===== src/include/hub_seq_pkg.sv =====
// Overview of operation
// RL1 - Straps 00b load defaults, enable overrides
// RL2 - Unstrapped registers take built-in defaults
// RL3 - Host holds reset low at least 1 us
// RL4 - Reset disables ports, power only charge ports
// RL5 - Reset disables PHYs, pairs high impedance
// RL6 - Reset aborts all transactions, keeps nothing
// RL7 - Reset returns registers to defaults
// RL8 - Reset stops oscillator and PLL
// RL9 - Operational within 500 us of release
// RL10 - Run exactly one configuration path
// RL11 - Strap mode drives outputs inactive within 2 us
// RL12 - EEPROM read bounded by 99.5 ms
// RL13 - Attach within 100 ms of configuration
// RL14 - SMBus host loads within 99.5 ms bus-powered
// RL15 - Host waits 100 ms before bus reset
// RL16 - Control requests complete within 5 ms
// RL17 - Bus reset clears address, unconfigures
// RL18 - Bus reset removes port power except charging
// RL19 - Bus reset flushes TT buffers
// RL20 - Bus reset wakes from suspend
// RL21 - Bus reset never passed downstream
// RL22 - SMBus mode waits unbounded, then attaches
// RL23 - Attach bit attaches and write-protects configuration
// RL24 - Absent EEPROM zeroes configuration
// RL25 - Recovery counted, logic held meanwhile
// RL26 - Straps latched once at reset release; CHARGE_PORT_EN_I is not latched but drives PORT_POWER_O live
package hub_seq_pkg;
	localparam int unsigned CLK_HZ = 40_000_000;
	localparam int unsigned CLK_MHZ = CLK_HZ / 1_000_000;
	localparam int unsigned RECOVER_US = 500;
	localparam int unsigned RECOVER_CYC = RECOVER_US * CLK_MHZ;
	localparam int unsigned OUT_DRV_US = 2;
	localparam int unsigned OUT_DRV_CYC = OUT_DRV_US * CLK_MHZ;
	localparam real EE_READ_MAX_MS = 99.5;
	localparam int unsigned EE_READ_CYC = int'(EE_READ_MAX_MS * 1000.0) * CLK_MHZ;
	localparam int unsigned REQ_MAX_MS = 5;
	localparam int unsigned REQ_CYC = REQ_MAX_MS * 1000 * CLK_MHZ;
	localparam int unsigned TMR_W = 22;
	localparam int unsigned REQ_W = 18;
	localparam int unsigned NUM_PORTS = 4;
	localparam int unsigned ADDR_W = 8;
	localparam int unsigned USB_ADDR_W = 7;
	localparam logic [7:0] CTRL_OFS = 8'h00;
	localparam logic [7:0] CONFIG_OFS = 8'h04;
	localparam logic [7:0] DEV_OFS = 8'h08;
	localparam logic [7:0] STATUS_OFS = 8'h0c;
	localparam int unsigned CTRL_ATTACH_BIT = 0;
	localparam int unsigned DEV_CONF_BIT = 8;
	localparam int unsigned ST_STATE_LSB = 0;
	localparam int unsigned ST_MODE_LSB = 4;
	localparam int unsigned ST_ATTACH_BIT = 8;
	localparam int unsigned ST_SUSP_BIT = 9;
	localparam int unsigned ST_REQ_BIT = 10;
	localparam int unsigned ST_OVR_BIT = 11;
	// Built-in configuration default, value arbitrary
	localparam logic [7:0] CONFIG_DEFAULT = 8'ha5;
	localparam logic [7:0] CONFIG_RESET = 8'h00;
	localparam logic [1:0] STRAP_DEFAULT = 2'h0;
	localparam logic [1:0] STRAP_EEPROM = 2'h1;
	localparam logic [1:0] STRAP_SMBUS = 2'h2;

	typedef enum logic [2:0] {
		ST_LATCH = 3'h0,
		ST_RECOVER = 3'h1,
		ST_STRAP = 3'h2,
		ST_EEPROM = 3'h3,
		ST_SMBUS = 3'h4,
		ST_ATTACH = 3'h5,
		ST_RUN = 3'h6
	} seq_state_e;

	typedef enum logic [1:0] {
		MODE_STRAP = 2'h0,
		MODE_EEPROM = 2'h1,
		MODE_SMBUS = 2'h2
	} cfg_mode_e;
endpackage


===== src/logic/hub_reset_config_sequencer.sv =====
// The address map and the APB interface to the registers are this design's own decisions.
module hub_reset_config_sequencer #(
	parameter logic [21:0] RECOVER_CYC = 22'(hub_seq_pkg::RECOVER_CYC),
	parameter logic [21:0] EE_TMO_CYC = 22'(hub_seq_pkg::EE_READ_CYC),
	parameter logic [17:0] REQ_TMO_CYC = 18'(hub_seq_pkg::REQ_CYC)
) (
	// Clock and hardware reset
	input wire logic SYS_CLK_I,
	input wire logic RESETN_I,
	// Straps
	input wire logic [1:0] CFG_SEL_I,
	input wire logic [hub_seq_pkg::NUM_PORTS-1:0] CHARGE_PORT_EN_I,
	// APB slave
	input wire logic PSEL_I,
	input wire logic PENABLE_I,
	input wire logic PWRITE_I,
	input wire logic [hub_seq_pkg::ADDR_W-1:0] PADDR_I,
	input wire logic [31:0] PWDATA_I,
	output logic [31:0] PRDATA_O,
	output logic PREADY_O,
	output logic PSLVERR_O,
	// EEPROM reader engine
	output logic EE_START_O,
	input wire logic EE_DONE_I,
	input wire logic EE_PRESENT_I,
	input wire logic [7:0] EE_DATA_I,
	// SMBus load engine
	input wire logic SMB_LOAD_DONE_I,
	// Upstream link events
	input wire logic USB_BUS_RESET_I,
	input wire logic SUSPEND_I,
	input wire logic REQ_START_I,
	input wire logic REQ_DONE_I,
	// Controls to the hub
	output logic OSC_ENABLE_O,
	output logic PLL_ENABLE_O,
	output logic PHY_ENABLE_O,
	output logic OUTPUT_DRIVE_O,
	output logic STRAP_OVERRIDE_O,
	output logic ATTACH_O,
	output logic [hub_seq_pkg::NUM_PORTS-1:0] PORT_ENABLE_O,
	output logic [hub_seq_pkg::NUM_PORTS-1:0] PORT_POWER_O,
	output logic [hub_seq_pkg::USB_ADDR_W-1:0] USB_ADDR_O,
	output logic CONFIGURED_O,
	output logic SUSPENDED_O,
	output logic TT_FLUSH_O,
	output logic REQ_ABORT_O,
	output logic [7:0] CONFIG_O
);
	localparam int DRV_LIM = hub_seq_pkg::OUT_DRV_CYC;

	hub_seq_pkg::seq_state_e state_r, state_nxt;
	hub_seq_pkg::cfg_mode_e mode_r, mode_nxt;
	logic [21:0] cnt_r, cnt_nxt;
	logic [7:0] config_r, config_nxt;
	logic ovr_r, ovr_nxt;
	logic drive_r, drive_nxt;
	logic attach_r, attach_nxt;
	logic ee_start_r, ee_start_nxt;
	logic phy_r, phy_nxt;
	logic clk_en_r, clk_en_nxt;
	logic [6:0] addr_r, addr_nxt;
	logic conf_r, conf_nxt;
	logic susp_r, susp_nxt;
	logic flush_r, flush_nxt;
	logic req_busy_r, req_busy_nxt;
	logic [17:0] req_cnt_r, req_cnt_nxt;
	logic abort_r, abort_nxt;
	logic [31:0] prdata_r, prdata_nxt;
	logic slverr_r, slverr_nxt;
	logic wr_en;
	logic attach_wr;
	logic cfg_wr;
	logic dev_wr;

	function automatic hub_seq_pkg::cfg_mode_e decode_mode(input logic [1:0] sel);
		case (sel)
			hub_seq_pkg::STRAP_DEFAULT: decode_mode = hub_seq_pkg::MODE_STRAP;
			hub_seq_pkg::STRAP_SMBUS: decode_mode = hub_seq_pkg::MODE_SMBUS;
			default: decode_mode = hub_seq_pkg::MODE_EEPROM;
		endcase
	endfunction

	function automatic logic reg_hit(input logic [7:0] a);
		reg_hit = (a == hub_seq_pkg::CTRL_OFS) || (a == hub_seq_pkg::CONFIG_OFS) ||
			(a == hub_seq_pkg::DEV_OFS) || (a == hub_seq_pkg::STATUS_OFS);
	endfunction

	////////////////////////////////////////////////////////////////////////////
	// APB decode
	assign wr_en = PSEL_I & PENABLE_I & PWRITE_I;
	assign attach_wr = wr_en && (PADDR_I == hub_seq_pkg::CTRL_OFS) && PWDATA_I[hub_seq_pkg::CTRL_ATTACH_BIT];
	assign cfg_wr = wr_en && (PADDR_I == hub_seq_pkg::CONFIG_OFS);
	assign dev_wr = wr_en && (PADDR_I == hub_seq_pkg::DEV_OFS);
	// Zero wait state: read data is captured in the setup cycle
	assign PREADY_O = 1'b1;
	assign PRDATA_O = prdata_r;
	assign PSLVERR_O = slverr_r;

	always_comb begin
		prdata_nxt = prdata_r;
		slverr_nxt = slverr_r;
		if (PSEL_I && !PENABLE_I) begin
			slverr_nxt = !reg_hit(PADDR_I);
			prdata_nxt = 32'h0;
			case (PADDR_I)
				hub_seq_pkg::CTRL_OFS: prdata_nxt[hub_seq_pkg::CTRL_ATTACH_BIT] = attach_r;
				hub_seq_pkg::CONFIG_OFS: prdata_nxt[7:0] = config_r;
				hub_seq_pkg::DEV_OFS: begin
					prdata_nxt[6:0] = addr_r;
					prdata_nxt[hub_seq_pkg::DEV_CONF_BIT] = conf_r;
				end
				hub_seq_pkg::STATUS_OFS: begin
					prdata_nxt[hub_seq_pkg::ST_STATE_LSB +: 3] = state_r;
					prdata_nxt[hub_seq_pkg::ST_MODE_LSB +: 2] = mode_r;
					prdata_nxt[hub_seq_pkg::ST_ATTACH_BIT] = attach_r;
					prdata_nxt[hub_seq_pkg::ST_SUSP_BIT] = susp_r;
					prdata_nxt[hub_seq_pkg::ST_REQ_BIT] = req_busy_r;
					prdata_nxt[hub_seq_pkg::ST_OVR_BIT] = ovr_r;
				end
				default: prdata_nxt = 32'h0;
			endcase
		end
	end

	always_ff @(posedge SYS_CLK_I) begin
		if (!RESETN_I) begin
			prdata_r <= 32'h0;
			slverr_r <= 1'b0;
		end else begin
			prdata_r <= prdata_nxt;
			slverr_r <= slverr_nxt;
		end
	end

	////////////////////////////////////////////////////////////////////////////
	// Start-up sequencer
	always_comb begin
		state_nxt = state_r;
		mode_nxt = mode_r;
		cnt_nxt = cnt_r;
		config_nxt = config_r;
		ovr_nxt = ovr_r;
		drive_nxt = drive_r;
		attach_nxt = attach_r;
		phy_nxt = phy_r;
		ee_start_nxt = 1'b0;
		clk_en_nxt = 1'b1; // RL8
		case (state_r)
			hub_seq_pkg::ST_LATCH: begin
				// First edge after release; CFG_SEL_I never sampled again
				mode_nxt = decode_mode(CFG_SEL_I); // RL26
				cnt_nxt = 22'h0;
				state_nxt = hub_seq_pkg::ST_RECOVER;
			end
			hub_seq_pkg::ST_RECOVER: begin
				if (cnt_r == RECOVER_CYC - 22'h1) begin // RL25 RL9
					cnt_nxt = 22'h0;
					phy_nxt = 1'b1;
					case (mode_r) // RL10
						hub_seq_pkg::MODE_STRAP: state_nxt = hub_seq_pkg::ST_STRAP;
						hub_seq_pkg::MODE_EEPROM: begin
							state_nxt = hub_seq_pkg::ST_EEPROM;
							ee_start_nxt = 1'b1;
						end
						default: state_nxt = hub_seq_pkg::ST_SMBUS;
					endcase
				end else begin
					cnt_nxt = cnt_r + 22'h1;
				end
			end
			hub_seq_pkg::ST_STRAP: begin
				config_nxt = hub_seq_pkg::CONFIG_DEFAULT; // RL1 RL2
				ovr_nxt = 1'b1; // RL1
				drive_nxt = 1'b1; // RL11
				state_nxt = hub_seq_pkg::ST_ATTACH;
			end
			hub_seq_pkg::ST_EEPROM: begin
				if (EE_DONE_I) begin
					config_nxt = EE_PRESENT_I ? EE_DATA_I : hub_seq_pkg::CONFIG_RESET; // RL24
					state_nxt = hub_seq_pkg::ST_ATTACH;
				end else if (cnt_r == EE_TMO_CYC - 22'h1) begin // RL12
					// A hung reader is treated as an absent part
					config_nxt = hub_seq_pkg::CONFIG_RESET;
					state_nxt = hub_seq_pkg::ST_ATTACH;
				end else begin
					cnt_nxt = cnt_r + 22'h1;
				end
			end
			hub_seq_pkg::ST_SMBUS: begin
				// No timeout here: the loader, or an attach write, decides how long it takes
				if (SMB_LOAD_DONE_I || attach_wr) begin // RL22 RL23
					state_nxt = hub_seq_pkg::ST_ATTACH;
				end
			end
			hub_seq_pkg::ST_ATTACH: begin
				attach_nxt = 1'b1; // RL13
				drive_nxt = 1'b1;
				state_nxt = hub_seq_pkg::ST_RUN;
			end
			hub_seq_pkg::ST_RUN: state_nxt = hub_seq_pkg::ST_RUN;
			default: state_nxt = hub_seq_pkg::ST_LATCH;
		endcase
		if (cfg_wr && !attach_r && state_r != hub_seq_pkg::ST_EEPROM) begin
			config_nxt = PWDATA_I[7:0]; // RL23
		end
	end

	always_ff @(posedge SYS_CLK_I) begin
		if (!RESETN_I) begin // RL6 RL7
			state_r <= hub_seq_pkg::ST_LATCH;
			mode_r <= hub_seq_pkg::MODE_STRAP;
			cnt_r <= 22'h0;
			config_r <= hub_seq_pkg::CONFIG_RESET;
			ovr_r <= 1'b0;
			drive_r <= 1'b0;
			attach_r <= 1'b0;
			phy_r <= 1'b0; // RL5
			ee_start_r <= 1'b0;
			clk_en_r <= 1'b0; // RL8
		end else begin
			state_r <= state_nxt;
			mode_r <= mode_nxt;
			cnt_r <= cnt_nxt;
			config_r <= config_nxt;
			ovr_r <= ovr_nxt;
			drive_r <= drive_nxt;
			attach_r <= attach_nxt;
			phy_r <= phy_nxt;
			ee_start_r <= ee_start_nxt;
			clk_en_r <= clk_en_nxt;
		end
	end

	////////////////////////////////////////////////////////////////////////////
	// Upstream device state
	always_comb begin
		addr_nxt = addr_r;
		conf_nxt = conf_r;
		susp_nxt = susp_r;
		flush_nxt = 1'b0;
		abort_nxt = 1'b0;
		req_busy_nxt = req_busy_r;
		req_cnt_nxt = req_cnt_r;
		if (dev_wr && attach_r) begin
			addr_nxt = PWDATA_I[6:0];
			conf_nxt = PWDATA_I[hub_seq_pkg::DEV_CONF_BIT];
		end
		if (SUSPEND_I) begin
			susp_nxt = 1'b1;
		end
		if (req_busy_r) begin
			if (REQ_DONE_I) begin
				req_busy_nxt = 1'b0;
			end else if (req_cnt_r == REQ_TMO_CYC - 18'h1) begin // RL16
				abort_nxt = 1'b1;
				req_busy_nxt = 1'b0;
			end else begin
				req_cnt_nxt = req_cnt_r + 18'h1;
			end
		end else if (REQ_START_I && attach_r) begin
			req_busy_nxt = 1'b1;
			req_cnt_nxt = 18'h0;
		end
		// Local only: nothing here reaches a downstream port reset
		if (USB_BUS_RESET_I) begin // RL21
			addr_nxt = 7'h0; // RL17
			conf_nxt = 1'b0; // RL17 RL18
			susp_nxt = 1'b0; // RL20
			flush_nxt = 1'b1; // RL19
			req_busy_nxt = 1'b0;
			req_cnt_nxt = 18'h0;
		end
	end

	always_ff @(posedge SYS_CLK_I) begin
		if (!RESETN_I) begin // RL6
			addr_r <= 7'h0;
			conf_r <= 1'b0;
			susp_r <= 1'b0;
			flush_r <= 1'b0;
			abort_r <= 1'b0;
			req_busy_r <= 1'b0;
			req_cnt_r <= 18'h0;
		end else begin
			addr_r <= addr_nxt;
			conf_r <= conf_nxt;
			susp_r <= susp_nxt;
			flush_r <= flush_nxt;
			abort_r <= abort_nxt;
			req_busy_r <= req_busy_nxt;
			req_cnt_r <= req_cnt_nxt;
		end
	end

	////////////////////////////////////////////////////////////////////////////
	// Outputs
	assign OSC_ENABLE_O = clk_en_r;
	assign PLL_ENABLE_O = clk_en_r;
	assign PHY_ENABLE_O = phy_r;
	assign OUTPUT_DRIVE_O = drive_r;
	assign STRAP_OVERRIDE_O = ovr_r;
	assign ATTACH_O = attach_r;
	assign EE_START_O = ee_start_r;
	assign PORT_ENABLE_O = {hub_seq_pkg::NUM_PORTS{conf_r}}; // RL4
	// Charging ports keep power through both resets
	assign PORT_POWER_O = {hub_seq_pkg::NUM_PORTS{conf_r}} | CHARGE_PORT_EN_I; // RL4 RL18
	assign USB_ADDR_O = addr_r;
	assign CONFIGURED_O = conf_r;
	assign SUSPENDED_O = susp_r;
	assign TT_FLUSH_O = flush_r;
	assign REQ_ABORT_O = abort_r;
	assign CONFIG_O = config_r;

	////////////////////////////////////////////////////////////////////////////
	// Checks
	strap_default_a: assert property (@(posedge SYS_CLK_I) disable iff (!RESETN_I) // RL1
		state_r == hub_seq_pkg::ST_STRAP |=> config_r == hub_seq_pkg::CONFIG_DEFAULT && ovr_r ##1 ATTACH_O)
		else $error("strap path did not load defaults");
	reset_quiet_a: assert property (@(posedge SYS_CLK_I) // RL4
		!RESETN_I |=> PORT_ENABLE_O == 4'h0 && !PHY_ENABLE_O && !OSC_ENABLE_O && !PLL_ENABLE_O)
		else $error("hub not quiet after reset");
	recover_time_a: assert property (@(posedge SYS_CLK_I) disable iff (!RESETN_I) // RL9
		$fell(state_r == hub_seq_pkg::ST_RECOVER) |-> $past(cnt_r) == RECOVER_CYC - 22'h1 && phy_r)
		else $error("recovery interval wrong");
	straps_held_a: assert property (@(posedge SYS_CLK_I) disable iff (!RESETN_I) // RL26
		state_r != hub_seq_pkg::ST_LATCH |=> $stable(mode_r))
		else $error("strap mode changed after latch");
	strap_drive_a: assert property (@(posedge SYS_CLK_I) disable iff (!RESETN_I) // RL11
		$rose(state_r == hub_seq_pkg::ST_STRAP) |-> ##[1:DRV_LIM] OUTPUT_DRIVE_O)
		else $error("outputs not driven in time");
	ee_timeout_a: assert property (@(posedge SYS_CLK_I) disable iff (!RESETN_I) // RL12
		state_r == hub_seq_pkg::ST_EEPROM && !EE_DONE_I && cnt_r == EE_TMO_CYC - 22'h1
		|=> state_r == hub_seq_pkg::ST_ATTACH && config_r == hub_seq_pkg::CONFIG_RESET)
		else $error("eeprom timeout not taken");
	no_eeprom_a: assert property (@(posedge SYS_CLK_I) disable iff (!RESETN_I) // RL24
		state_r == hub_seq_pkg::ST_EEPROM && EE_DONE_I && !EE_PRESENT_I |=> config_r == 8'h00)
		else $error("absent eeprom left config set");
	attach_time_a: assert property (@(posedge SYS_CLK_I) disable iff (!RESETN_I) // RL13
		state_r == hub_seq_pkg::ST_ATTACH |=> ATTACH_O && state_r == hub_seq_pkg::ST_RUN)
		else $error("attach not signalled");
	smbus_wait_a: assert property (@(posedge SYS_CLK_I) disable iff (!RESETN_I) // RL22
		state_r == hub_seq_pkg::ST_SMBUS && !SMB_LOAD_DONE_I && !attach_wr
		|=> state_r == hub_seq_pkg::ST_SMBUS && !ATTACH_O)
		else $error("attached before smbus load");
	write_protect_a: assert property (@(posedge SYS_CLK_I) disable iff (!RESETN_I) // RL23
		attach_r && cfg_wr |=> $stable(config_r))
		else $error("config written after attach");
	bus_reset_a: assert property (@(posedge SYS_CLK_I) disable iff (!RESETN_I) // RL17
		USB_BUS_RESET_I |=> addr_r == 7'h0 && !conf_r && !susp_r && TT_FLUSH_O && PORT_ENABLE_O == 4'h0)
		else $error("bus reset effects missing");
	req_abort_a: assert property (@(posedge SYS_CLK_I) disable iff (!RESETN_I) // RL16
		req_busy_r && !REQ_DONE_I && !USB_BUS_RESET_I && req_cnt_r == REQ_TMO_CYC - 18'h1
		|=> REQ_ABORT_O && !req_busy_r)
		else $error("request watchdog missed");
	clocks_run_a: assert property (@(posedge SYS_CLK_I) disable iff (!RESETN_I) // RL8
		$past(RESETN_I) |-> OSC_ENABLE_O && PLL_ENABLE_O)
		else $error("clocks not running after release");
	ee_start_a: assert property (@(posedge SYS_CLK_I) disable iff (!RESETN_I) // RL10
		$rose(state_r == hub_seq_pkg::ST_EEPROM) |-> EE_START_O)
		else $error("eeprom reader not started");
	suspend_set_a: assert property (@(posedge SYS_CLK_I) disable iff (!RESETN_I) // RL20
		SUSPEND_I && !USB_BUS_RESET_I |=> SUSPENDED_O)
		else $error("suspend not recorded");

	strap_path_c: cover property (@(posedge SYS_CLK_I) disable iff (!RESETN_I)
		state_r == hub_seq_pkg::ST_STRAP ##2 ATTACH_O);
	eeprom_path_c: cover property (@(posedge SYS_CLK_I) disable iff (!RESETN_I)
		state_r == hub_seq_pkg::ST_EEPROM && EE_DONE_I && EE_PRESENT_I);
	smbus_attach_c: cover property (@(posedge SYS_CLK_I) disable iff (!RESETN_I)
		state_r == hub_seq_pkg::ST_SMBUS && attach_wr);
	bus_reset_c: cover property (@(posedge SYS_CLK_I) disable iff (!RESETN_I)
		susp_r && USB_BUS_RESET_I);
endmodule // hub_reset_config_sequencer


===== config.mk =====
export PLATFORM = sky130hd
export DESIGN_NAME = hub_reset_config_sequencer
export DESIGN_NICKNAME = d
export VERILOG_FILES = /design/src/include/hub_seq_pkg.sv /design/src/logic/hub_reset_config_sequencer.sv
export SDC_FILE = /design/constraint.sdc
export NUM_CORES = 1
export LEC_CHECK = 0
export ABC_AREA = 1
export BUFFER_PORTS_ARGS = -buffer_cell sky130_fd_sc_hd__buf_2
export CAP_MARGIN = 20
export CORE_UTILIZATION = 57
export CTS_CLUSTER_SIZE = 24
export DETAILED_ROUTE_END_ITERATION = 10
export GPL_TIMING_DRIVEN = 0
export PLACE_DENSITY_LB_ADDON = 0.25
export SLEW_MARGIN = 30
export SYNTH_ARGS = -nofsm -noshare
export SYNTH_HDL_FRONTEND = slang
export SYNTH_SLANG_ARGS = --single-unit

===== constraint.sdc =====
create_clock -name SYS_CLK_I -period 4.4 [get_ports SYS_CLK_I]
set_input_delay 0.66 -clock SYS_CLK_I [delete_from_list [all_inputs] [get_ports SYS_CLK_I]]
set_output_delay 0.66 -clock SYS_CLK_I [all_outputs]
set_load 0.01 [all_outputs]

==> results of run 1 <==
-- cells by family after synthesis --
kind of cell,share of synthesized area (%)
simple gates,37.6
buf+inv,12.5
compound gates,12.2
flops,34.8
xor+xnor,2.18
fa+ha+maj,0.518
other cells,0.155
-- final timing paths --
| path | startpoint | to | slack (ns) |
|---|---|---|---|
| setup / recovery | req_cnt_r[0] | req_cnt_r[6] | 2.39 |
| hold / removal | PHY_ENABLE_O | PHY_ENABLE_O | 0.45 |
| setup reg to reg | req_cnt_r[0] | req_cnt_r[6] | 2.39 |
| hold reg to reg | PHY_ENABLE_O | PHY_ENABLE_O | 0.45 |
-- cell type report --
type,count,share of cell area [%]
clock inverter,5,1.06
multi-input combinational,568,46.2
inverter,79,5.32
buffer,45,5.32
clock buffer,11,2.32
sequential,84,29.6
timing repair buffer,89,7.85
tap,105,2.32
-- sequential cells by signal, indices dropped and copies added (netlist names), 2 cells and up --
name        cells
req_cnt_r      18
cnt_r          22
mode_r          2
state_r         3
PRDATA_O       12
CONFIG_O        8
USB_ADDR_O      7
-- report_power, final --
part / switching (mW) / leakage (nW) / internal [mW] / total (mW)
combinational: 0.438 / 1.68 / 0.228 / 0.666
sequential: 0.0598 / 0.681 / 0.824 / 0.884
clock: 0.294 / 0.0939 / 0.265 / 0.560
-- cells in the mapped netlist (4+ instances only) --
cell | instances | area share, %
buf_4 | 27 | 4.2
dfxtp_1 | 84 | 35
nor3_1 | 13 | 1.3
a21oi_1 | 77 | 8.0
nand4_1 | 16 | 2.1
nor2_2 | 4 | 0.52
or2_2 | 5 | 0.65
xor2_1 | 10 | 1.8
nand3_1 | 63 | 6.5
nand2_1 | 205 | 16
clkbuf_1 | 11 | 0.85
buf_2 | 4 | 0.41
o21ai_0 | 26 | 2.7
inv_1 | 77 | 6.0
nor2_1 | 101 | 7.8
-- metal layers --
metal | vias to the layer above | GRT usage [%]
met2 | 226 | 50.7
met4 | 0 | 12.9
met3 | 34 | 4.61
met5 | - | 0
met1 | 2382 | 38.9
li1 | 2625 | -
-- critical path: stages, from the launching register on --
cell and delay, ns:
dfxtp_1 0.43, ha_1 0.27, nand3_1 0.16, nor2_2 0.19, nand3_1 0.15, nand2_1 0.14, nand2_2 0.13, buf_2 0.22
a21oi_1 0.16, nor2_1 0.06
-- stage by stage --
stage	total power, mW	hold WS [ns]	area [sq um]	setup slack (ns)	cells
finish	2.11	0.450	5670	2.39	986
global route	2.22	0.476	5670	2.19	986
CTS	2.10	0.449	5670	2.40	986
detailed placement	1.55	0.435	5480	2.06	970
global placement	1.53	0.430	5480	2.15	970
floorplan	1.36	0.452	4900	2.57	776
==> results.py, run 1 <==
metrics = {
    "outcome": {
        "status": "completed",
    },
    "die": {
        "die_area_sq_mm": 0.00885,
        "io-pin-count": 134,
        "num_rows": 33,
        "dieWidth_um": 94.1,
        "start_util_pct": 58.8,
        "dieHeight_um": 94.1,
        "coreArea_sq_mm": 0.00822,
    },
    "drt": {
        "drt_iter0_drc": 384,
        "first_pass_iters": 5,
        "wl_met2_um": 6060,
        "antenna_left": 0,
        "wire_per_inst_um": 13.1,
        "drc": 0,
        "vias_per_cell": 5.34,
        "wl_met1_um": 5620,
        "routed_wirelength_um": 12900,
        "vias": 5267,
        "top_layer": "met4",
        "dr_wl_met3_um": 871,
    },
    "global_route": {
        "grt_antenna_before_repair": 0,
        "grt_pass1_wl_um": 21300,
        "grt.total_usage_pct": 30.4,
        "grt_overflow": 0,
        "grt_max_degree": 15,
        "grt_pass1_vias": 4830,
    },
    "logic_synthesis": {
        "synth-async-reset-ratio_pct": 0,
        "yosys_warnings": 0,
        "syn_area_per_cell_sq_um": 6.38,
        "synth_cells": 757,
        "synth_edf_count": 0,
        "ys_types": 36,
        "syn-cell-area_sq_mm": 0.00483,
        "synth-seq-cells": 84,
        "ys_seq_area_share_pct": 34.8,
        "synth_top_flop_cell": "dfxtp_1",
    },
    "setup_path": {
        "rr_worst_depth": 9,
        "path_class": "flop to flop",
        "cp.required_ns": 4.66,
        "cp-end-kind": "flop",
        "worstPathArrival_ns": 2.27,
        "cp_max_fo": 10,
        "worst_setup_path_start_kind": "flop",
    },
    "final_layout": {
        "seq_area_sq_mm": 0.00168,
        "final_core_util_pct": 69.0,
        "antenna_cells": 0,
        "drive_gt1_share_pct": 18.2,
        "mostFrequentLayoutCell": "nand2_1",
        "mostFrequentLayoutCells": "205 x nand2_1, 101 x nor2_1, 93 x buf_2, 84 x dfxtp_1",
        "layout.nets": 944,
        "multi_input_area_sq_mm": 0.00262,
        "area_growth_pct": 17.4,
        "n_fill_cell": 756,
    },
    "clock_tree": {
        "cts_buffers": 9,
        "cts_root_buffer": "clkbuf_8",
        "cts-hold-fix-buffers": 0,
        "cts_resized": 0,
        "cts_tree": "built",
        "htree_levels": 3,
        "cts.path.max_buffers": 2,
        "clock-sinks": 84,
        "post_cts_buffers": 0,
        "clock_latency_ns": 0.36,
        "clk_pin_slew_worst_paths_ns": 0.09,
    },
    "sta": {
        "setup_violations": 0,
        "slew_headroom_pct": 45.7,
        "setup_tns_ns": 0,
        "worst_pin_slew_ns": 0.809,
        "slew_violations": 0,
        "period_share_pct": 45.7,
        "skew_ns": 0.0153,
        "fin_crit_ns": 2.01,
        "rsz0062_at_grt": "false",
        "hold_violations": 0,
        "fmax_ghz": 0.497,
    },
    "placement": {
        "gp_congestion": 0.932,
        "numPortBuffers": 89,
        "dp_hpwl_um": 9850,
    },
    "worst_hold_path": {
        "hold_path_class": "flop to flop",
        "min_path_cells": 2,
    },
    "flow_run": {
        "maxCapViolCount": 0,
    },
    "pwr": {
        "peakVddDrop_mv": 0.348,
        "power-per-cell-area_mw_per_mm2": 372,
        "p_leak_nw": 2.46,
    },
}
No activity file was read; power rests on OpenSTA's default activity.
==> inputs of run 2 (changes only) <==
Settings changed: ABC_AREA 1 to 0, CORE_UTILIZATION 57 to 46.
Clock period 4.4 ns to 1.8 ns, I/O delays scaled along.
==> run 2 against run 1 <==
Net effect: the run now ends with design-rule violations, negative setup slack left; die area is 8.7% higher; combinational power increased by 55%; sequential power rose by 130%; power is 100% higher; non-clock buffer count is 26 higher; first-iteration DRC count is 39% lower; largest cell class unchanged.
==> results.py, run 2 <==
metrics = {
    "outcome": {
        "status": "finished with violations",
        "violations": "design-rule violations, negative setup slack",
    },
    "global_route": {
        "grt_pass1_vias": 3922,
        "grt_max_degree": 14,
        "grt_pass1_wl_um": 19000,
        "grt.total_usage_pct": 24.5,
        "grt_overflow": 0,
        "grt_antenna_before_repair": 0,
    },
    "logic_synthesis": {
        "yosysMostFrequentCell": "dfxtp_1",
        "syn-cell-area_sq_mm": 0.00425,
        "synth_edf_count": 0,
        "synth_top_area_share_pct": 39.6,
        "synth-async-reset-ratio_pct": 0,
        "synthTopCellsByArea": "dfxtp_1 40%, nor2_1 6.8%, buf_4 4.8%",
        "synth_top_flop_cell": "dfxtp_1",
        "synth-seq-cells": 84,
        "synth-xor-area-share_pct": 5.36,
        "ys_seq_area_share_pct": 39.6,
        "syn_area_per_cell_sq_um": 8.46,
        "synth-compound-area-share_pct": 15.6,
        "yosys.area_share.simple_pct": 25.9,
        "muxShareOfSynthArea_pct": 5.15,
        "synth_common_cells": "84 x dfxtp_1, 77 x nor2_1, 37 x nand2_1",
        "synth_top_family_by_area": "simple AND/OR/NAND/NOR gates",
        "yosys_warnings": 0,
        "synth_adder_area_share_pct": 0.589,
        "yosys.area.top_type": "dfxtp_1",
        "ys_types": 59,
        "synth_cells": 502,
    },
    "sta": {
        "fmax_ghz": 0.433,
        "slew_violations": 0,
        "setup_violations": 53,
        "slew_headroom_pct": 58.7,
        "hold_violations": 0,
        "rsz0062_at_grt": "true",
        "setup_tns_ns": -17.57,
        "fin_ws_ns": -0.512,
        "skew_ns": 0.00832,
        "period_share_pct": 128,
        "worst_pin_slew_ns": 0.619,
        "fin_crit_ns": 2.31,
    },
    "setup_path": {
        "cp.required_ns": 2.04,
        "worst_setup_path_start_kind": "flop",
        "critical_path.cell_chain": "or3b_1, or4_4, o41ai_4, buf_4, buf_6, o2bb2ai_4, a211oi_2, a211oi_1",
        "cp_max_fo": 8,
        "worstPathArrival_ns": 2.55,
        "rr_worst_depth": 8,
        "cpMaxStageDelayCell": "or4_4",
        "path_class": "flop to flop",
        "cp-end-kind": "flop",
        "max_stage_delay_ns": 0.53,
        "r2r_slack_ns": -0.51,
    },
    "clock_tree": {
        "clock-sinks": 84,
        "cts_buffers": 9,
        "cts_root_buffer": "clkbuf_8",
        "htree_levels": 3,
        "clock_latency_ns": 0.36,
        "cts.path.max_buffers": 2,
        "clk_pin_slew_worst_paths_ns": 0.08,
        "cts_tree": "built",
    },
    "pwr": {
        "peakVddDrop_mv": 0.456,
        "p_leak_nw": 2.21,
        "total_power_mw": 4.23,
        "power-per-cell-area_mw_per_mm2": 744,
    },
    "final_layout": {
        "mostFrequentLayoutCell": "buf_2",
        "mostFrequentLayoutCells": "88 x buf_2, 75 x nor2_1, 71 x dfxtp_1, 42 x buf_4, 32 x nand2_1",
        "layout.nets": 710,
        "design_area_sq_mm": 0.00569,
        "regMostFlops": "cnt_r",
        "antenna_cells": 0,
        "area_growth_pct": 33.9,
        "drive_gt1_share_pct": 37.6,
        "final_core_util_pct": 64.3,
        "largest_register_ffs": 22,
    },
    "drt": {
        "drc": 3,
        "drt_iter0_drc": 235,
        "routed_wirelength_um": 12000,
        "first_pass_iters": 8,
        "vias_per_cell": 5.47,
        "wire_per_inst_um": 15.8,
        "antenna_left": 0,
        "vias": 4132,
    },
    "die": {
        "die_area_sq_mm": 0.00962,
        "dieHeight_um": 98.1,
        "coreArea_sq_mm": 0.00885,
        "start_util_pct": 48.0,
        "io-pin-count": 134,
        "num_rows": 34,
        "dieWidth_um": 98.1,
    },
    "placement": {
        "dp_hpwl_um": 8270,
        "gp_congestion": 0.849,
        "numPortBuffers": 88,
        "postPlaceCellArea_sq_mm": 0.00500,
    },
    "worst_hold_path": {
        "min_path_cells": 1,
        "hold_path_class": "primary input to flop",
    },
    "flow_run": {
        "maxCapViolCount": 0,
    },
}
[run 2: cell count changes after synthesis, sizes merged, moves of 18 or more]
cell / before / now
nand2: 209 / 37
inv: 79 / 8
a21oi: 79 / 29
nand3: 66 / 18
nor2: 105 / 77
xnor2: 2 / 20
[run 2: worst max-delay path, delay by kind of cell, from the launching register on]
kind | cells | cell delay (ns)
DFF | 1 | 0.33
buffers and inverters | 2 | 0.32
and+or+nand+nor | 2 | 0.90
AOI/OAI and AO/OA | 4 | 0.65
[run 2: cell type report]
| type | instances | area (sq um) |
|---|---|---|
| Clock buffer | 11 | 141 |
| Sequential cell | 84 | 1700 |
| Multi-Input combinational cell | 379 | 2670 |
| Inverter | 8 | 30.0 |
| Fill cell | 738 | 3160 |
| Buffer | 49 | 319 |
| Tap cell | 108 | 135 |
| Clock inverter | 5 | 27.5 |
| Timing Repair Buffer | 111 | 662 |
[run 2: path summary, 6_finish.rpt]
| check | start | end |
|---|---|---|
| setup / recovery | cnt_r[5] | state_r[1] |
| hold / removal | RESETN_I | OSC_ENABLE_O |
| setup reg to reg | cnt_r[5] | state_r[1] |
| hold reg to reg | PRDATA_O[8] | PRDATA_O[8] |
[run 2: report_power, final]
group / total (mW) / internal (mW) / leakage [nW] / switching (mW)
registers: 1.99 / 1.93 / 0.687 / 0.0652
logic: 1.03 / 0.440 / 1.43 / 0.586
clock network: 1.21 / 0.530 / 0.0889 / 0.682
[run 2: layer usage]
layer  GRT usage (%)  vias to the layer above  routed length (um)
met3            3.87                       21                 669
met5               0                        -                   0
li1                -                     2011                   -
met2            40.8                      151                5880
met1            31.7                     1949                5250
met4            9.67                        0                 154
[run 2: cells by family after synthesis]
| family | after synthesis |
|---|---|
| multiplexers | 20 |
| AND/OR/NAND/NOR | 216 |
| buffers and inverters | 58 |
| flip-flops | 84 |
| other | 2 |
| adder cells (fa/ha/maj) | 2 |
| XOR/XNOR | 26 |
| AO/OA/AOI/OAI | 94 |
[run 2: repair_timing]
item                       in CTS  in global routing
hold buffers                    0                  0
gates cloned                    2                  1
pin swaps                      27                 41
resized for setup              26                 54
buffers inserted               13                  8
setup endpoints to repair      54                 62
[run 2: stage by stage]
stage | std cells | hold WS, ns | worst slack, ns
2_1_floorplan | 521 | 0.298 | -0.273
4_1_cts | 748 | 0.0242 | -0.442
5_1_grt | 755 | 0.0347 | -0.580
3_3_place_gp | 717 | 0.399 | -0.531
6_report | 755 | 0.0343 | -0.512
3_5_place_dp | 717 | 0.401 | -0.561
